$ cat config.mk
export PLATFORM = sky130hd
export DESIGN_NAME = dsa_addr
export DESIGN_NICKNAME = d
export VERILOG_FILES = /design/src/design/dsa_pkg.sv /design/src/design/dsa_sync.sv /design/src/design/dsa_addr.sv
export SDC_FILE = /design/constraint.sdc
export NUM_CORES = 1
export LEC_CHECK = 0
export ABC_AREA = 1
export BUFFER_PORTS_ARGS = -buffer_cell sky130_fd_sc_hd__buf_2
export CAP_MARGIN = 5
export CORE_UTILIZATION = 30
export DETAILED_ROUTE_END_ITERATION = 7
export PLACE_DENSITY_LB_ADDON = 0.1
export SYNTH_ARGS = -nofsm -noshare
export SYNTH_HDL_FRONTEND = slang
export SYNTH_HIERARCHICAL = 1
export SYNTH_SLANG_ARGS = --single-unit
$ cat constraint.sdc
create_clock -name sys_clk -period 3.05 [get_ports sys_clk]
set_clock_uncertainty 0.15 [all_clocks]
set_input_delay 0.7625 -clock sys_clk [delete_from_list [all_inputs] [get_ports sys_clk]]
set_output_delay 0.7625 -clock sys_clk [all_outputs]
set_load 0.05 [all_outputs]
$ cat src/design/dsa_pkg.sv
package dsa_pkg;

  // ---------------------------------------------------------------------------
  // Timing at the 100 MHz system clock
  // ---------------------------------------------------------------------------
  localparam int CLK_PERIOD_NS = 10;
  // Plain defaults; the electrical figures live outside this logic.
  localparam int LISTEN_DELAY_US = 100;
  localparam int PERIOD_US = 100;
  localparam int RESP_DELAY_US = 16;
  localparam int RAMP_US = 16;
  localparam int HOLD_US = 16;
  localparam int LISTEN_DELAY_CYC = LISTEN_DELAY_US * 1000 / CLK_PERIOD_NS;
  localparam int PERIOD_CYC = PERIOD_US * 1000 / CLK_PERIOD_NS;
  localparam int RESP_DELAY_CYC = (RESP_DELAY_US * 1000 + CLK_PERIOD_NS - 1) / CLK_PERIOD_NS;
  localparam int RAMP_CYC = RAMP_US * 1000 / CLK_PERIOD_NS;
  localparam int HOLD_CYC = (HOLD_US * 1000 + CLK_PERIOD_NS - 1) / CLK_PERIOD_NS;

  // ---------------------------------------------------------------------------
  // Addressing and commands
  // ---------------------------------------------------------------------------
  localparam logic [3:0] ADDR_GLOBAL = 4'h0;
  localparam logic [3:0] ADDR_FIRST = 4'h1;
  localparam logic [3:0] ADDR_LAST = 4'hf;
  localparam logic [3:0] CMD_REG_WRITE = 4'h1;
  localparam logic [7:0] REG_PHYS_ADDR = 8'h00;
  localparam logic [7:0] REG_SWITCH = 8'h01;
  localparam int TIMER_W = 24;

  typedef enum logic [2:0] {
    DSA_WAIT,
    DSA_LISTEN,
    DSA_DELAY,
    DSA_RAMP,
    DSA_HOLD,
    DSA_DONE
  } dsa_state_t;

endpackage

$ cat src/design/dsa_sync.sv
`timescale 1ns/1ps
module dsa_sync
  import dsa_pkg::*;
(
  input wire logic sys_clk,
  input wire logic nrst,
  input wire logic ce,
  input wire logic din,
  output logic dout
);
  logic s1_q;
  logic s2_q;
  always_ff @(posedge sys_clk or negedge nrst)
  begin
    if (!nrst)
    begin
      s1_q <= 1'b0;
      s2_q <= 1'b0;
    end
    else if (ce)
    begin
      s1_q <= din;
      s2_q <= s1_q;
    end
  end
  assign dout = s2_q;
endmodule // dsa_sync

$ cat src/design/dsa_addr.sv
// How it works
// - Signal-class slave only; no power-class logic.
// - Nonzero stored address wins; skip other methods.
// - Preprogrammed device keeps switch open until commanded.
// - Unaddressed device accepts global write setting address.
// - Once addressed, answer only own address.
// - Chain switch gate deactivated after power-up.
// - Listen after startup delay, each period onward.
// - After response delay, ramp toward double current.
// - Sense above unit: stop, count up, wait.
// - Sense low: finish ramp, then hold.
// - Quiet hold wins address one first round.
// - Later rounds win counter value instead.
// - Two request lines select single or double current.
// - Downstream sense comparison decides discovery winner.
// - After discovery, configure through own address.
// - Command taken only when address field matches.
`timescale 1ns/1ps
module dsa_addr
  import dsa_pkg::*;
(
  input wire logic sys_clk,
  input wire logic nrst,
  input wire logic ce,
  input wire logic [3:0] address_nvm_register,
  input wire logic disc_cmd_pulse,
  input wire logic cmd_valid,
  input wire logic [3:0] command_address_field,
  input wire logic [3:0] cmd_code,
  input wire logic [7:0] cmd_ext_data,
  input wire logic [7:0] cmd_reg_data,
  input wire logic sense_over_unit,
  output logic resp_single_req,
  output logic resp_double_req,
  output logic chain_switch_gate_output,
  output logic [3:0] phys_addr,
  output logic addr_valid,
  output logic cmd_accept,
  output logic discovery_active
);

  // ---------------------------------------------------------------------------
  // Pin input and decode
  // ---------------------------------------------------------------------------
  logic sense_s;
  dsa_sync u_sense (
    .sys_clk(sys_clk),
    .nrst(nrst),
    .ce(ce),
    .din(sense_over_unit),
    .dout(sense_s)
  );

  dsa_state_t st_q, st_d;
  logic [TIMER_W-1:0] tmr_q, tmr_d;
  logic [TIMER_W-1:0] per_q;
  logic [3:0] cnt_q, cnt_d;
  logic [3:0] addr_q, addr_d;
  logic have_q, have_d;
  logic sw_q, sw_d;
  logic nvm_seen_q;

  // The address is whole after reset only once the strap has been sampled.
  wire nvm_prog = address_nvm_register != ADDR_GLOBAL;
  wire addr_match = have_q && (command_address_field == addr_q);
  wire global_hit = !have_q && (command_address_field == ADDR_GLOBAL);
  wire is_write = cmd_code == CMD_REG_WRITE;
  wire addr_write = cmd_valid && is_write && cmd_ext_data == REG_PHYS_ADDR
    && cmd_reg_data[3:0] != ADDR_GLOBAL && (addr_match || global_hit);
  wire sw_write = cmd_valid && is_write && addr_match
    && cmd_ext_data == REG_SWITCH;
  wire listen_ok = per_q == '0;
  wire tmr_done = tmr_q == '0;

  // ---------------------------------------------------------------------------
  // Discovery sequencer (signal-class only, no power-class paths)
  // ---------------------------------------------------------------------------
  always_comb
  begin
    st_d = st_q;
    tmr_d = tmr_done ? tmr_q : tmr_q - 1'b1;
    cnt_d = cnt_q;
    addr_d = addr_q;
    have_d = have_q;
    sw_d = sw_q;
    if (sw_write)
      sw_d = cmd_reg_data[0];
    case (st_q)
      DSA_WAIT:
        if (nvm_seen_q && tmr_done)
          st_d = have_q ? DSA_DONE : DSA_LISTEN;
      DSA_LISTEN:
        if (disc_cmd_pulse && listen_ok && !addr_write)
        begin
          st_d = DSA_DELAY;
          tmr_d = TIMER_W'(RESP_DELAY_CYC);
        end
      DSA_DELAY:
        if (tmr_done)
        begin
          st_d = DSA_RAMP;
          tmr_d = TIMER_W'(RAMP_CYC);
        end
      DSA_RAMP, DSA_HOLD:
        if (sense_s)
        begin
          st_d = DSA_LISTEN;
          if (cnt_q != ADDR_LAST)
            cnt_d = cnt_q + 1'b1;
        end
        else if (tmr_done && st_q == DSA_RAMP)
        begin
          st_d = DSA_HOLD;
          tmr_d = TIMER_W'(HOLD_CYC);
        end
        else if (tmr_done)
        begin
          addr_d = cnt_q;
          have_d = 1'b1;
          st_d = DSA_DONE;
        end
      DSA_DONE: ;
      default: st_d = DSA_WAIT;
    endcase
    // An address write wins over every step of discovery.
    // Placing it after the case keeps an addressed device from ramping again.
    // It also stops the startup wait from sending that device back to listening.
    if (addr_write)
    begin
      addr_d = cmd_reg_data[3:0];
      have_d = 1'b1;
      st_d = DSA_DONE;
    end
  end

  // ---------------------------------------------------------------------------
  // State registers
  // ---------------------------------------------------------------------------
  always_ff @(posedge sys_clk or negedge nrst)
  begin
    if (!nrst)
    begin
      st_q <= DSA_WAIT;
      tmr_q <= TIMER_W'(LISTEN_DELAY_CYC);
      cnt_q <= ADDR_FIRST;
      addr_q <= ADDR_GLOBAL;
      have_q <= 1'b0;
      sw_q <= 1'b0;
      nvm_seen_q <= 1'b0;
    end
    else if (ce)
    begin
      st_q <= st_d;
      tmr_q <= tmr_d;
      cnt_q <= cnt_d;
      sw_q <= sw_d;
      nvm_seen_q <= 1'b1;
      if (!nvm_seen_q && nvm_prog)
      begin
        addr_q <= address_nvm_register;
        have_q <= 1'b1;
      end
      else
      begin
        addr_q <= addr_d;
        have_q <= have_d;
      end
    end
  end

  // Listening window reopens PERIOD_CYC - RESP_DELAY_CYC cycles after each command taken in listen.
  always_ff @(posedge sys_clk or negedge nrst)
  begin
    if (!nrst)
      per_q <= '0;
    else if (ce)
    begin
      if (st_q == DSA_LISTEN && disc_cmd_pulse && listen_ok)
        per_q <= TIMER_W'(PERIOD_CYC - RESP_DELAY_CYC);
      else if (!listen_ok)
        per_q <= per_q - 1'b1;
    end
  end

  // ---------------------------------------------------------------------------
  // Outputs
  // ---------------------------------------------------------------------------
  logic single_q;
  logic double_q;
  logic acc_q;
  always_ff @(posedge sys_clk or negedge nrst)
  begin
    if (!nrst)
    begin
      single_q <= 1'b0;
      double_q <= 1'b0;
      acc_q <= 1'b0;
    end
    else if (ce)
    begin
      // Ramp is analog; first half of ramp asks single, rest double.
      single_q <= st_d == DSA_RAMP && tmr_d > TIMER_W'(RAMP_CYC / 2);
      double_q <= (st_d == DSA_RAMP && tmr_d <= TIMER_W'(RAMP_CYC / 2))
        || st_d == DSA_HOLD;
      // Accept follows cmd_valid one cycle later, reporting what the address decode saw.
      acc_q <= cmd_valid && (addr_match || global_hit);
    end
  end

  assign resp_single_req = single_q;
  assign resp_double_req = double_q;
  assign chain_switch_gate_output = sw_q;
  assign phys_addr = addr_q;
  assign addr_valid = have_q;
  assign cmd_accept = acc_q;
  assign discovery_active = st_q != DSA_WAIT && st_q != DSA_DONE;

endmodule // dsa_addr

After elaboration in Yosys (flattened, before gate mapping)
Cells that the tools add are included.
{"block": "op_classes", "n_addsub": 3, "multipliers": 0, "div_mod_pow": 0, "magnitude_cmp": 2, "eq_ne": 15, "shift": 0, "mux": 29, "n_bitwise": 0, "n_reduce_logical": 39}
{"operator": "$mux W24", "n": 7}
{"operator": "$pmux W24 S3", "n": 1}
{"operator": "$logic_not A24 Y1", "n": 2}
{"operator": "$sub A24 B1 Y24 const B", "n": 2}
{"operator": "$gt A24 B10 Y1 const B", "n": 1}
{"operator": "$le A24 B10 Y1 const B", "n": 1}
{"operator": "$mux W3", "n": 8}
{"operator": "$mux W4", "n": 6}
{"operator": "$logic_and A1 B1 Y1", "n": 19}
{"operator": "$pmux W3 S5", "n": 1}
{"operator": "$eq A3 B2 Y1 const B", "n": 3}
{"operator": "$eq A3 B3 Y1 const B", "n": 3}
{"operator": "$reduce_bool A3 Y1", "n": 3}
{"operator": "$eq A8 B1 Y1 const B", "n": 1}
{"operator": "$logic_not A8 Y1", "n": 1}
{"operator": "$reduce_bool A4 Y1", "n": 2}
{"operator": "$mux W1", "n": 6}
{"operator": "$ne A3 B3 Y1 const B", "n": 2}
{"operator": "$reduce_and A5 Y1", "n": 1}
{"operator": "$add A4 B1 Y4 const B", "n": 1}
{"operator": "$eq A4 B1 Y1 const B", "n": 1}
{"operator": "$eq A4 B4 Y1", "n": 1}
{"operator": "$logic_not A4 Y1", "n": 1}
{"operator": "$ne A4 B4 Y1 const B", "n": 1}
{"operator": "other kinds (9)", "n": 13}
{"block": "word_totals", "regBits": 67, "latch_bits": 0, "mem_bits_rw": 0, "mem_bits_ro": 0, "in_bits": 34, "output_inout_bits": 10, "elab_cells": 101, "mem_count": 0}

Depth between registers and ports, before layout
Gate-level depths: netlist of the first run.
{"block": "depth", "ltp_word": 13, "depth_mapped": 19, "depth_no_buf": 19}

Cells and area by module
The synthesis of the first run kept the hierarchy.
{"mod": "dsa_addr", "instances": 1, "cells_each": 636, "area_each_um2": 4408.0, "seq_area_each_um2": 1634.1}
{"mod": "dsa_sync", "instances": 1, "cells_each": 9, "area_each_um2": 76.3, "seq_area_each_um2": 50.0}

Least setup slack after synthesis of the first run
OpenSTA, ideal clock, no wires.
{"block": "synth_timing", "path_kind": "input-to-reg", "from": "input port cmd_code[3]", "to": "register single_q, in the netlist resp_single_req", "t_arrival_ps": 2094, "required_time_ps": 2782, "slack_ps": 688, "stages": 16, "n_path_buf": 0, "cell_sequence": "nor2_1 > nand2_1 > nor2_1 > nand3_1 > nor2_1 > nand2_1 > nand2_2 > nand2_8 > inv_6 > nand4_1 > nor2_1 > nand2_1 > nor2_2 > nand2_1 > nand3_1 > nand2_1"}
{"block": "synth_via", "elab_chain_cells": 12, "word_cells_on_any_way": 15, "cone_classes": "1 x order compare; 2 x eq/ne; 5 x mux; 7 x reduce/logical"}
{"element": "start: declaration", "line": "dsa_addr.sv:29", "source": "input wire logic [3:0] cmd_code,"}
{"element": "$eq A4 B1 Y1 *", "line": "dsa_addr.sv:67", "source": "wire is_write = cmd_code == CMD_REG_WRITE;"}
{"element": "$logic_and A1 B1 Y1 * (2 in series)", "line": "dsa_addr.sv:68", "source": "wire addr_write = cmd_valid && is_write && cmd_ext_data == REG_PHYS_ADDR"}
{"element": "$logic_and A1 B1 Y1 * (2 in series)", "line": "dsa_addr.sv:69", "source": "&& cmd_reg_data[3:0] != ADDR_GLOBAL && (addr_match || global_hit);"}
{"element": "branches (longest 6 deep; another with $gt A24 B10 Y1)"}
{"element": "$logic_and A1 B1 Y1 *", "line": "dsa_addr.sv:202", "source": "single_q <= st_d == DSA_RAMP && tmr_d > TIMER_W'(RAMP_CYC / 2);"}
{"element": "end signal: assignment", "line": "dsa_addr.sv:202"}
{"element": "end: declaration", "line": "dsa_addr.sv:188", "source": "logic single_q;"}
Every way passes the cells marked *.
A chain may end at the register's enable or synchronous reset.

Worst setup path in the final report of the first run
{"block": "layout_timing", "from": "register tmr_q[19]", "to": "register single_q, in the netlist resp_single_req"}
{"block": "layout_via", "elab_chain_cells": 8, "word_cells_on_any_way": 20, "cone_classes": "1 x add/sub; 1 x order compare; 1 x eq/ne; 13 x mux; 4 x reduce/logical"}
{"element": "start: declaration", "line": "dsa_addr.sv:55", "source": "logic [TIMER_W-1:0] tmr_q, tmr_d;"}
{"element": "start signal: assignment", "line": "dsa_addr.sv:144", "source": "tmr_q <= TIMER_W'(LISTEN_DELAY_CYC);"}
{"element": "start signal: assignment", "line": "dsa_addr.sv:154", "source": "tmr_q <= tmr_d;"}
{"element": "branches (longest 7 deep; another with $sub A24 B1 Y24)"}
{"element": "$logic_and A1 B1 Y1 *", "line": "dsa_addr.sv:202"}
Marked as above.

==> flow_metrics.env, run 1 <==
export IMPL_grt_setup_unrepaired="no"
export IMPL_synth_seq_cells=67
export IMPL_slew_limit_headroom=0.700
export IMPL_top_layer="met4"
export IMPL_cts_setup_buffers=0
export IMPL_arrival_ps=2730
export IMPL_h_tree_depth=3
export IMPL_io_pins=44
export IMPL_initial_core_util=0.309
export IMPL_synthFlopType="dfrtp_1"
export IMPL_total_power_uw=4240
export IMPL_synth_top_area_cell="dfrtp_1"
export IMPL_drv_cap=0
export IMPL_drc=0
export IMPL_r2r_setup_slack_ps=390
export IMPL_ys_types=40
export IMPL_hold_viol=0
export IMPL_clkLatencyLatePin_ps=340
export IMPL_r2r_start="tmr_q[19]$_DFFE_PN0P_"
export IMPL_seqCellArea_sq_um=1680
export IMPL_numCtsBuffers=9
export IMPL_met2_length_mm=5.22
export IMPL_grt_overflow=0
export IMPL_worst_slew_pin_slew_ps=449
export IMPL_row_count=44
export IMPL_met3_wirelength_um=453
export IMPL_clk_path_buf_depth=2
export IMPL_cts_hold_fix_buffers=0
export IMPL_hold_path_class="in -> async"
export IMPL_dieArea_sq_um=15400
export IMPL_vias=4242
export IMPL_async_flop_share=1.00
export IMPL_synth_top_cell_area_share=0.340
export IMPL_syn_area_sq_um=4480
export IMPL_rr_endpoint="resp_single_req$_DFFE_PN0P_"
export IMPL_critPathLaunchType="register"
export IMPL_m1WireLength_mm=5.83
export IMPL_syn_nets=684
export IMPL_period_share=0.872
export IMPL_die_h_um=124
export IMPL_viasPerCell=4.80
export IMPL_wire_per_inst_um=13.2
export IMPL_track_usage=0.164
export IMPL_drt_iter0_drc=171
export IMPL_utilization=0.362
export IMPL_grt_pass1_wl_mm=20.4
export IMPL_cts_tree="built"
export IMPL_yosysSeqAreaShare=0.376
export IMPL_nets=734
export IMPL_grt_start_max_net_pins=68
export IMPL_routed_wl_mm=11.7
export IMPL_setup_tns_ps=0
export IMPL_worst_r2r_cell_count=14
export IMPL_antenna_found_initial=0
export IMPL_period_needed_ps=2660
export IMPL_grt_pass1_vias=4067
export IMPL_postPlaceCellArea_sq_um=4950
export IMPL_drt_antenna_violating_nets=0
export IMPL_fp_coreArea_sq_um=14500
export IMPL_synthTopCellsByArea="dfrtp_1 34%, nand2_1 12%, nor2_1 8.0%"
export IMPL_cts_sinks=67
export IMPL_avgSynthCellArea_sq_um=6.95
export IMPL_peakVddDrop_v=0.000284
export IMPL_leakage_uw=0.00261
export IMPL_cp_required_ps=3120
export IMPL_port_buffers=39
export IMPL_netlist_top_cells_count="147 x nand2_1, 95 x nor2_1, 76 x inv_1, 61 x dfrtp_1, 59 x nand3_1"
export IMPL_path_clk_slew_ps=60
export IMPL_post_cts_resized=0
export IMPL_place_detailed_hpwl_mm=8.72
export IMPL_status="finished clean"
export IMPL_first_pass_iters=4
export IMPL_setup_viol=0
export IMPL_fmax_mhz=376
export IMPL_yosys_warnings=6
export IMPL_path_max_fanout=11
export IMPL_powerDensity_nw_per_um2=807
export IMPL_synth_edf_count=0
export IMPL_fin_area_sq_um=5260
export IMPL_timing_hold_ws_ps=296
export IMPL_final_max_slew_violation_count=0
export IMPL_diodes=0
export IMPL_routabilityCongestion=0.830
export IMPL_area_delta_synth_final_pct=17.3
export IMPL_n_fill_cell=1554
export IMPL_crit_path_end_kind="register"
export IMPL_fp_dieW_um=124
export IMPL_synth_most_common_cell="nand2_1"
export IMPL_crit_type="reg -> reg"
export IMPL_multi_input_area_sq_um=2430
export IMPL_drive_above_1_share=0.170
export IMPL_syn_instance_count=645
export IMPL_cts_root_buffer="clkbuf_16"
## sequential cells by signal, summed over array words and instances, names as in the netlist
register / cells
resp_single_req: 1
addr_valid: 1
tmr_q: 24
cnt_q: 4
nvm_seen_q: 1
phys_addr: 4
per_q: 24
u_sense/s1_q: 1
resp_double_req: 1
chain_switch_gate_output: 1
st_q: 3
cmd_accept: 1
u_sense/dout: 1
## cell type report
type                    instances  share of cell area
well taps                     184              0.0438
multi-input cells             484               0.463
inverters                      83              0.0602
flip-flops and latches         67               0.320
clock inverters                 4             0.00928
clock buffers                  12              0.0488
repair buffers                 50              0.0552
## where the power goes
part	switching (uW)	internal, uW	total, uW
logic	1140	621	1760
clock network	395	676	1070
registers	266	1150	1410
## cell families (layout without fill, tap and decap cells)
group	after synthesis	in the layout	share of synthesized area
DFF	67	67	0.376
muxes	1	1	0.00251
AOI/OAI and AO/OA	82	82	0.102
buffers and inverters	94	149	0.0820
adders and majority gates	5	5	0.0140
xor gates and xnor gates	22	22	0.0430
and+or+nand+nor	374	374	0.381
## worst max-delay path, stage by stage, from the launching register on
cell and delay, ps:
dfrtp_1 410, nor2_1 220, nand2_1 160, nor2_1 150, nand3_1 100, inv_1 360
nor2_1 130, o21ai_0 210, nand2_1 80, nor2_1 130, nand2_1 80, nor2_2 190
nand2_1 80, nand3_1 60, nand2_1 50
## worst max-delay path by stage
stage                           from                           to  slack, ps
2_1_floorplan            cmd_code[3]  resp_single_req$_DFFE_PN0P_        690
3_3_place_gp             cmd_code[3]  resp_single_req$_DFFE_PN0P_        160
3_5_place_dp             cmd_code[3]  resp_double_req$_DFFE_PN0P_        150
4_1_cts        tmr_q[19]$_DFFE_PN0P_  resp_double_req$_DFFE_PN0P_        380
5_1_grt        tmr_q[11]$_DFFE_PN0P_  resp_single_req$_DFFE_PN0P_         90
6_report       tmr_q[19]$_DFFE_PN0P_  resp_single_req$_DFFE_PN0P_        390
## placed cells by master, fill, tap and decap left out, drive strengths merged
master and count:
nand2 154, nor2 114, inv 83, dfrtp 61, nand3 61, buf 50
o21ai 43, nor3 24, a21oi 23, xor2 18, clkbuf 12, nand4 11
dfstp 6, ha 5, xnor2 4, nor4 4, o22ai 4, or2 3
o211ai 3, a31oi 3, clkinv 3, nand3b 2, o31ai 2, a211oi 2
o41ai 1, nor3b 1, mux2 1, o21a 1, bufinv 1
## metrics by stage
step                setup slack (ps)  cells
global route                    87.5    884
floorplan                        688    645
finish                           389    884
global placement                 164    868
detailed placement               147    868
CTS                              384    884
## metal layers
metal,GRT usage,up-vias
met2,0.248,75
li1,-,2195
met5,0,-
met1,0.231,1963
met4,0.0645,0
met3,0.0292,9
Note: power is estimated with default switching activity, not from simulation.
==> run 2, diff against run 1 <==
Settings changed: CORE_UTILIZATION 30 to 35, MAX_ROUTING_LAYER from default to met4, PLACE_DENSITY_LB_ADDON 0.1 to default.
==> flow_metrics.env, run 2 (same netlist as run 1, synthesis figures left out) <==
export IMPL_place_detailed_hpwl_mm=8.35
export IMPL_port_buffers=39
export IMPL_viasPerCell=4.83
export IMPL_status="finished clean"
export IMPL_reg_top3="per_q: 24 flops, tmr_q: 24 flops"
export IMPL_final_cell_mix="147 x nand2_1, 95 x nor2_1, 76 x inv_1"
export IMPL_p_sw_frac=0.439
export IMPL_fmax_mhz=385
export IMPL_numCtsBuffers=9
export IMPL_hold_viol=0
export IMPL_track_usage=0.184
export IMPL_n_fill_cell=1273
export IMPL_initial_core_util=0.366
export IMPL_final_common_cell="nand2_1"
export IMPL_arrival_ps=2710
export IMPL_setup_viol=0
export IMPL_drt_iter0_drc=252
export IMPL_powerDensity_nw_per_um2=793
export IMPL_slew_limit_headroom=0.720
export IMPL_row_count=40
export IMPL_first_pass_iters=5
export IMPL_grt_start_max_net_pins=37
export IMPL_p_sw_uw=1810
export IMPL_grt_pass1_wl_mm=18.5
export IMPL_period_share=0.851
export IMPL_nets=733
export IMPL_die_h_um=115
export IMPL_h_tree_depth=3
export IMPL_crit_type="reg -> reg"
export IMPL_crit_path_end_kind="register"
export IMPL_antenna_found_initial=0
export IMPL_dieArea_sq_um=13300
export IMPL_wire_per_inst_um=12.5
export IMPL_io_pins=44
export IMPL_p_clk_frac=0.237
export IMPL_placed_cells=851
export IMPL_cp_required_ps=3170
export IMPL_grt_overflow=0
export IMPL_setup_tns_ps=0
export IMPL_post_cts_resized=0
export IMPL_fp_dieW_um=115
export IMPL_clk_path_buf_depth=2
export IMPL_leakage_uw=0.00257
export IMPL_cts_tree="built"
export IMPL_cts_root_buffer="clkbuf_16"
export IMPL_cts_hold_fix_buffers=0
export IMPL_path_max_fanout=11
export IMPL_stdcell_count=867
export IMPL_drv_cap=0
export IMPL_critPathLaunchType="register"
export IMPL_peakVddDrop_v=0.000412
export IMPL_grt_setup_unrepaired="no"
export IMPL_p_comb_frac=0.421
export IMPL_path_clk_slew_ps=60
export IMPL_worst_slew_pin_slew_ps=420
export IMPL_grt_pass1_vias=3996
export IMPL_cts_sinks=67
export IMPL_drt_antenna_violating_nets=0
export IMPL_drive_above_1_share=0.169
export IMPL_fp_coreArea_sq_um=12300
export IMPL_routabilityCongestion=0.924
export IMPL_pwr_share_seq=0.342
export IMPL_diodes=0
export IMPL_cts_setup_buffers=0
export IMPL_routed_wl_mm=10.9
export IMPL_drc=0
export IMPL_hold_path_class="in -> async"
export IMPL_area_delta_synth_final_pct=15.8
export IMPL_vias=4187
export IMPL_period_needed_ps=2600
export IMPL_clkLatencyLatePin_ps=340
export IMPL_final_max_slew_violation_count=0
export IMPL_p_int_uw=2310
-- run 2: power groups by stage --
stage                     Sequential [uW]  Clock, uW  Combinational, uW
after detailed placement             1420          0               1720
final                                1410        974               1730
after global placement               1410          0               1700
after global routing                 1450       1050               1980
after floorplan                      1360          0               1360
after CTS                            1410       1010               1730
-- run 2: path summary, 6_finish.rpt --
kind | start | to | slack [ps] | cells after the start
worst max-delay path | tmr_q[19]$_DFFE_PN0P_ | resp_double_req$_DFFE_PN0P_ | 450 | 13
worst min-delay path | nrst | per_q[5]$_DFFE_PN0P_ | 170 | 1
worst max register to register | tmr_q[19]$_DFFE_PN0P_ | resp_double_req$_DFFE_PN0P_ | 450 | 13
worst min register to register | resp_single_req$_DFFE_PN0P_ | resp_single_req$_DFFE_PN0P_ | 320 | 2
max in group asynchronous | nrst | tmr_q[9]$_DFFE_PN1P_ | 1850 | 2
min in group sys_clk | resp_single_req$_DFFE_PN0P_ | resp_single_req$_DFFE_PN0P_ | 320 | 2
-- run 2: worst max-delay path, stage by stage (launching register included) --
cell     delay [ps]
dfrtp_1         420
nor2_1          220
nand2_1         170
nor2_1          130
nand3_1         100
inv_1           340
nor2_1          110
o21ai_0         210
nand2_1          80
nor2_1          110
nand2_1          70
nor2_2          180
nand3_1         120
a21oi_2         110
-- run 2: area by class of cell --
type	count	area [sq um]	area share
tap	168	210	0.0405
inverter	83	317	0.0610
sequential	67	1680	0.324
timing repair buffer	49	270	0.0521
clock inverter	6	48.8	0.00940
multi-input combinational	484	2430	0.469
clock buffer	10	229	0.0441
-- run 2: stage by stage --
| stage | area (sq um) | total power, uW | worst slack (ps) | util | hold WS [ps] |
|---|---|---|---|---|---|
| after detailed placement | 4910 | 3130 | 224 | 0.401 | 312 |
| after CTS | 5190 | 4150 | 442 | 0.423 | 180 |
| after global placement | 4910 | 3120 | 254 | 0.401 | 303 |
| final | 5190 | 4120 | 454 | 0.423 | 175 |
| after global routing | 5190 | 4480 | 117 | 0.423 | 186 |
| after floorplan | 4480 | 2730 | 688 | - | 276 |
-- run 2: per-layer routing --
layer  part of all wire  routed length [um]  vias up  track usage
met1               0.50                5390     1920        0.231
met4              0.014                 150        0       0.0528
met2               0.45                4920       71        0.293
met3              0.036                 391       10       0.0469
li1                   -                   -     2186            -
met5                  0                   0        -            -
==> run 3, diff against run 2 <==
Settings changed: ABC_AREA 1 to 0, CORE_MARGIN from default to 2.
==> flow_metrics.env, run 3 <==
export IMPL_synth_top_area_cell="dfrtp_1"
export IMPL_crit_type="reg -> reg"
export IMPL_fp_coreArea_sq_um=11400
export IMPL_row_count=39
export IMPL_async_flop_share=1.00
export IMPL_io_pins=44
export IMPL_vias=3819
export IMPL_hold_viol=0
export IMPL_viasPerCell=5.39
export IMPL_synth_top_cell_area_share=0.373
export IMPL_cp_required_ps=3160
export IMPL_final_cell_mix="62 x nand2_1, 61 x dfrtp_1, 58 x buf_4"
export IMPL_nets=600
export IMPL_yosysSeqAreaShare=0.411
export IMPL_grt_start_max_net_pins=42
export IMPL_cts_root_buffer="clkbuf_16"
export IMPL_numCtsBuffers=9
export IMPL_seqCellArea_sq_um=1680
export IMPL_r2r_setup_slack_ps=-110
export IMPL_hold_path_class="in -> async"
export IMPL_setup_viol=1
export IMPL_final_max_slew_violation_count=0
export IMPL_routed_wl_mm=10.9
export IMPL_grt_busiest_layer="met2"
export IMPL_grt_setup_unrepaired="yes"
export IMPL_ys_types=60
export IMPL_drt_antenna_violating_nets=0
export IMPL_fmax_mhz=316
export IMPL_period_needed_ps=3160
export IMPL_worst_slack_ps=-114
export IMPL_arrival_ps=3270
export IMPL_fp_dieW_um=112
export IMPL_synthTopCellsByArea="dfrtp_1 37%, o21ai_0 6.1%, nand2_1 5.7%"
export IMPL_path_clk_slew_ps=60
export IMPL_period_share=1.04
export IMPL_clk_path_buf_depth=2
export IMPL_cts_sinks=67
export IMPL_synth_seq_cells=67
export IMPL_critPathLaunchType="register"
export IMPL_crit_path_end_kind="register"
export IMPL_status="complete, but fails checks"
export IMPL_h_tree_depth=3
export IMPL_timing_hold_ws_ps=300
export IMPL_grt_overflow=0
export IMPL_slew_limit_headroom=0.577
export IMPL_antenna_found_initial=0
export IMPL_syn_instance_count=472
export IMPL_drv_cap=0
export IMPL_drc=0
export IMPL_syn_area_sq_um=4090
export IMPL_port_buffers=39
export IMPL_dieArea_sq_um=12600
export IMPL_grt_util_met2=0.299
export IMPL_placed_cells=688
export IMPL_violations="setup timing"
export IMPL_peakVddDrop_v=0.000424
export IMPL_initial_core_util=0.358
export IMPL_track_usage=0.187
export IMPL_place_detailed_hpwl_mm=7.78
export IMPL_n_fill_cell=1129
export IMPL_leakage_uw=0.00221
export IMPL_routabilityCongestion=0.866
export IMPL_globalRouteMet1Util=0.241
export IMPL_wire_per_inst_um=15.3
export IMPL_yosys_warnings=6
export IMPL_diodes=0
export IMPL_grt_pass1_wl_mm=18.8
export IMPL_first_pass_iters=4
export IMPL_synthFlopType="dfrtp_1"
export IMPL_netlist_top_cells_count="62 x nand2_1, 61 x dfrtp_1, 50 x o21ai_0, 46 x nor2_1"
export IMPL_worst_slew_pin_slew_ps=634
export IMPL_path_max_fanout=6
export IMPL_avgSynthCellArea_sq_um=8.67
export IMPL_powerDensity_nw_per_um2=772
export IMPL_cts_tree="built"
export IMPL_synth_edf_count=0
export IMPL_stdcell_count=709
export IMPL_die_h_um=112
export IMPL_drt_iter0_drc=182
export IMPL_final_common_cell="nand2_1"
export IMPL_syn_nets=511
export IMPL_synth_most_common_cell="nand2_1"
export IMPL_clkLatencyLatePin_ps=330
export IMPL_drive_above_1_share=0.272
export IMPL_area_delta_synth_final_pct=27.1
export IMPL_reg_top3="per_q: 24 flops, tmr_q: 24 flops"
export IMPL_multi_input_area_sq_um=2350
export IMPL_grt_pass1_vias=3917
export IMPL_globalRouteMet3Util=0.0232
## run 3: per-stage QoR
step                TNS, ps  setup slack (ps)  total power [uW]  utilization  instance area [sq um]
detailed placement     -152              -121              2990        0.421                   4810
global placement      -78.6             -78.6              2950        0.421                   4810
finish                 -114              -114              4020        0.456                   5200
global route           -309              -233              4310        0.456                   5200
floorplan             -87.3             -83.7              2500            -                   4110
CTS                   -90.8             -90.8              3960        0.446                   5090
## run 3: cell type report
type	count	share of cell area
Multi-Input combinational cell	370	0.452
Sequential cell	67	0.324
Timing Repair Buffer	101	0.132
Clock buffer	15	0.0476
Tap cell	143	0.0344
Inverter	12	0.00890
Clock inverter	1	0.000962
## run 3: critical path: stages, from the launching register on
cell	delay, ps
dfrtp_1	410
inv_2	70
buf_4	120
ha_1	150
nor3b_1	300
nand2_1	130
buf_4	180
nor4_1	390
buf_4	240
nand4b_1	110
o311ai_1	110
a31oi_1	120
or4_1	490
o21ai_1	120
## run 3: path summary, 6_finish.rpt
check                                        from                           to  depth (start not counted)
max                          tmr_q[0]$_DFFE_PN0P_  resp_double_req$_DFFE_PN0P_                         13
min                                          nrst        per_q[11]$_DFFE_PN0P_                          1
max reg2reg                  tmr_q[0]$_DFFE_PN0P_  resp_double_req$_DFFE_PN0P_                         13
min reg2reg                cmd_accept$_DFFE_PN0P_       cmd_accept$_DFFE_PN0P_                          1
max in group asynchronous                    nrst         tmr_q[4]$_DFFE_PN1P_                          2
min in group sys_clk       cmd_accept$_DFFE_PN0P_       cmd_accept$_DFFE_PN0P_                          1
## run 3: metal layers
layer / part of all wire / wire [um] / vias to the layer above
met4: 0.018 / 198 / 0
li1: - / - / 1883
met1: 0.45 / 4890 / 1837
met3: 0.039 / 421 / 14
met5: 0 / 0 / -
met2: 0.49 / 5360 / 85
## run 3: repair_timing
| item | in CTS | in global routing |
|---|---|---|
| resized for setup | 6 | 19 |
| endpoints found under the setup margin | 2 | 25 |
| pin swaps | 3 | 7 |
| setup buffers | 1 | 4 |
| hold buffers | 0 | 0 |
## run 3: logic make-up after synthesis
group,Yosys count,share of synthesized area
simple gates,216,0.277
compound gates,111,0.170
flops,67,0.411
buf+inv,35,0.0382
xor+xnor,25,0.0535
mux,13,0.0342
fa+ha+maj,5,0.0153
## run 3: power breakdown
part | leakage, uW | switching, uW | internal [uW]
registers | 0.000836 | 365 | 1210
logic | 0.00125 | 811 | 713
clock network | 0.000122 | 370 | 551
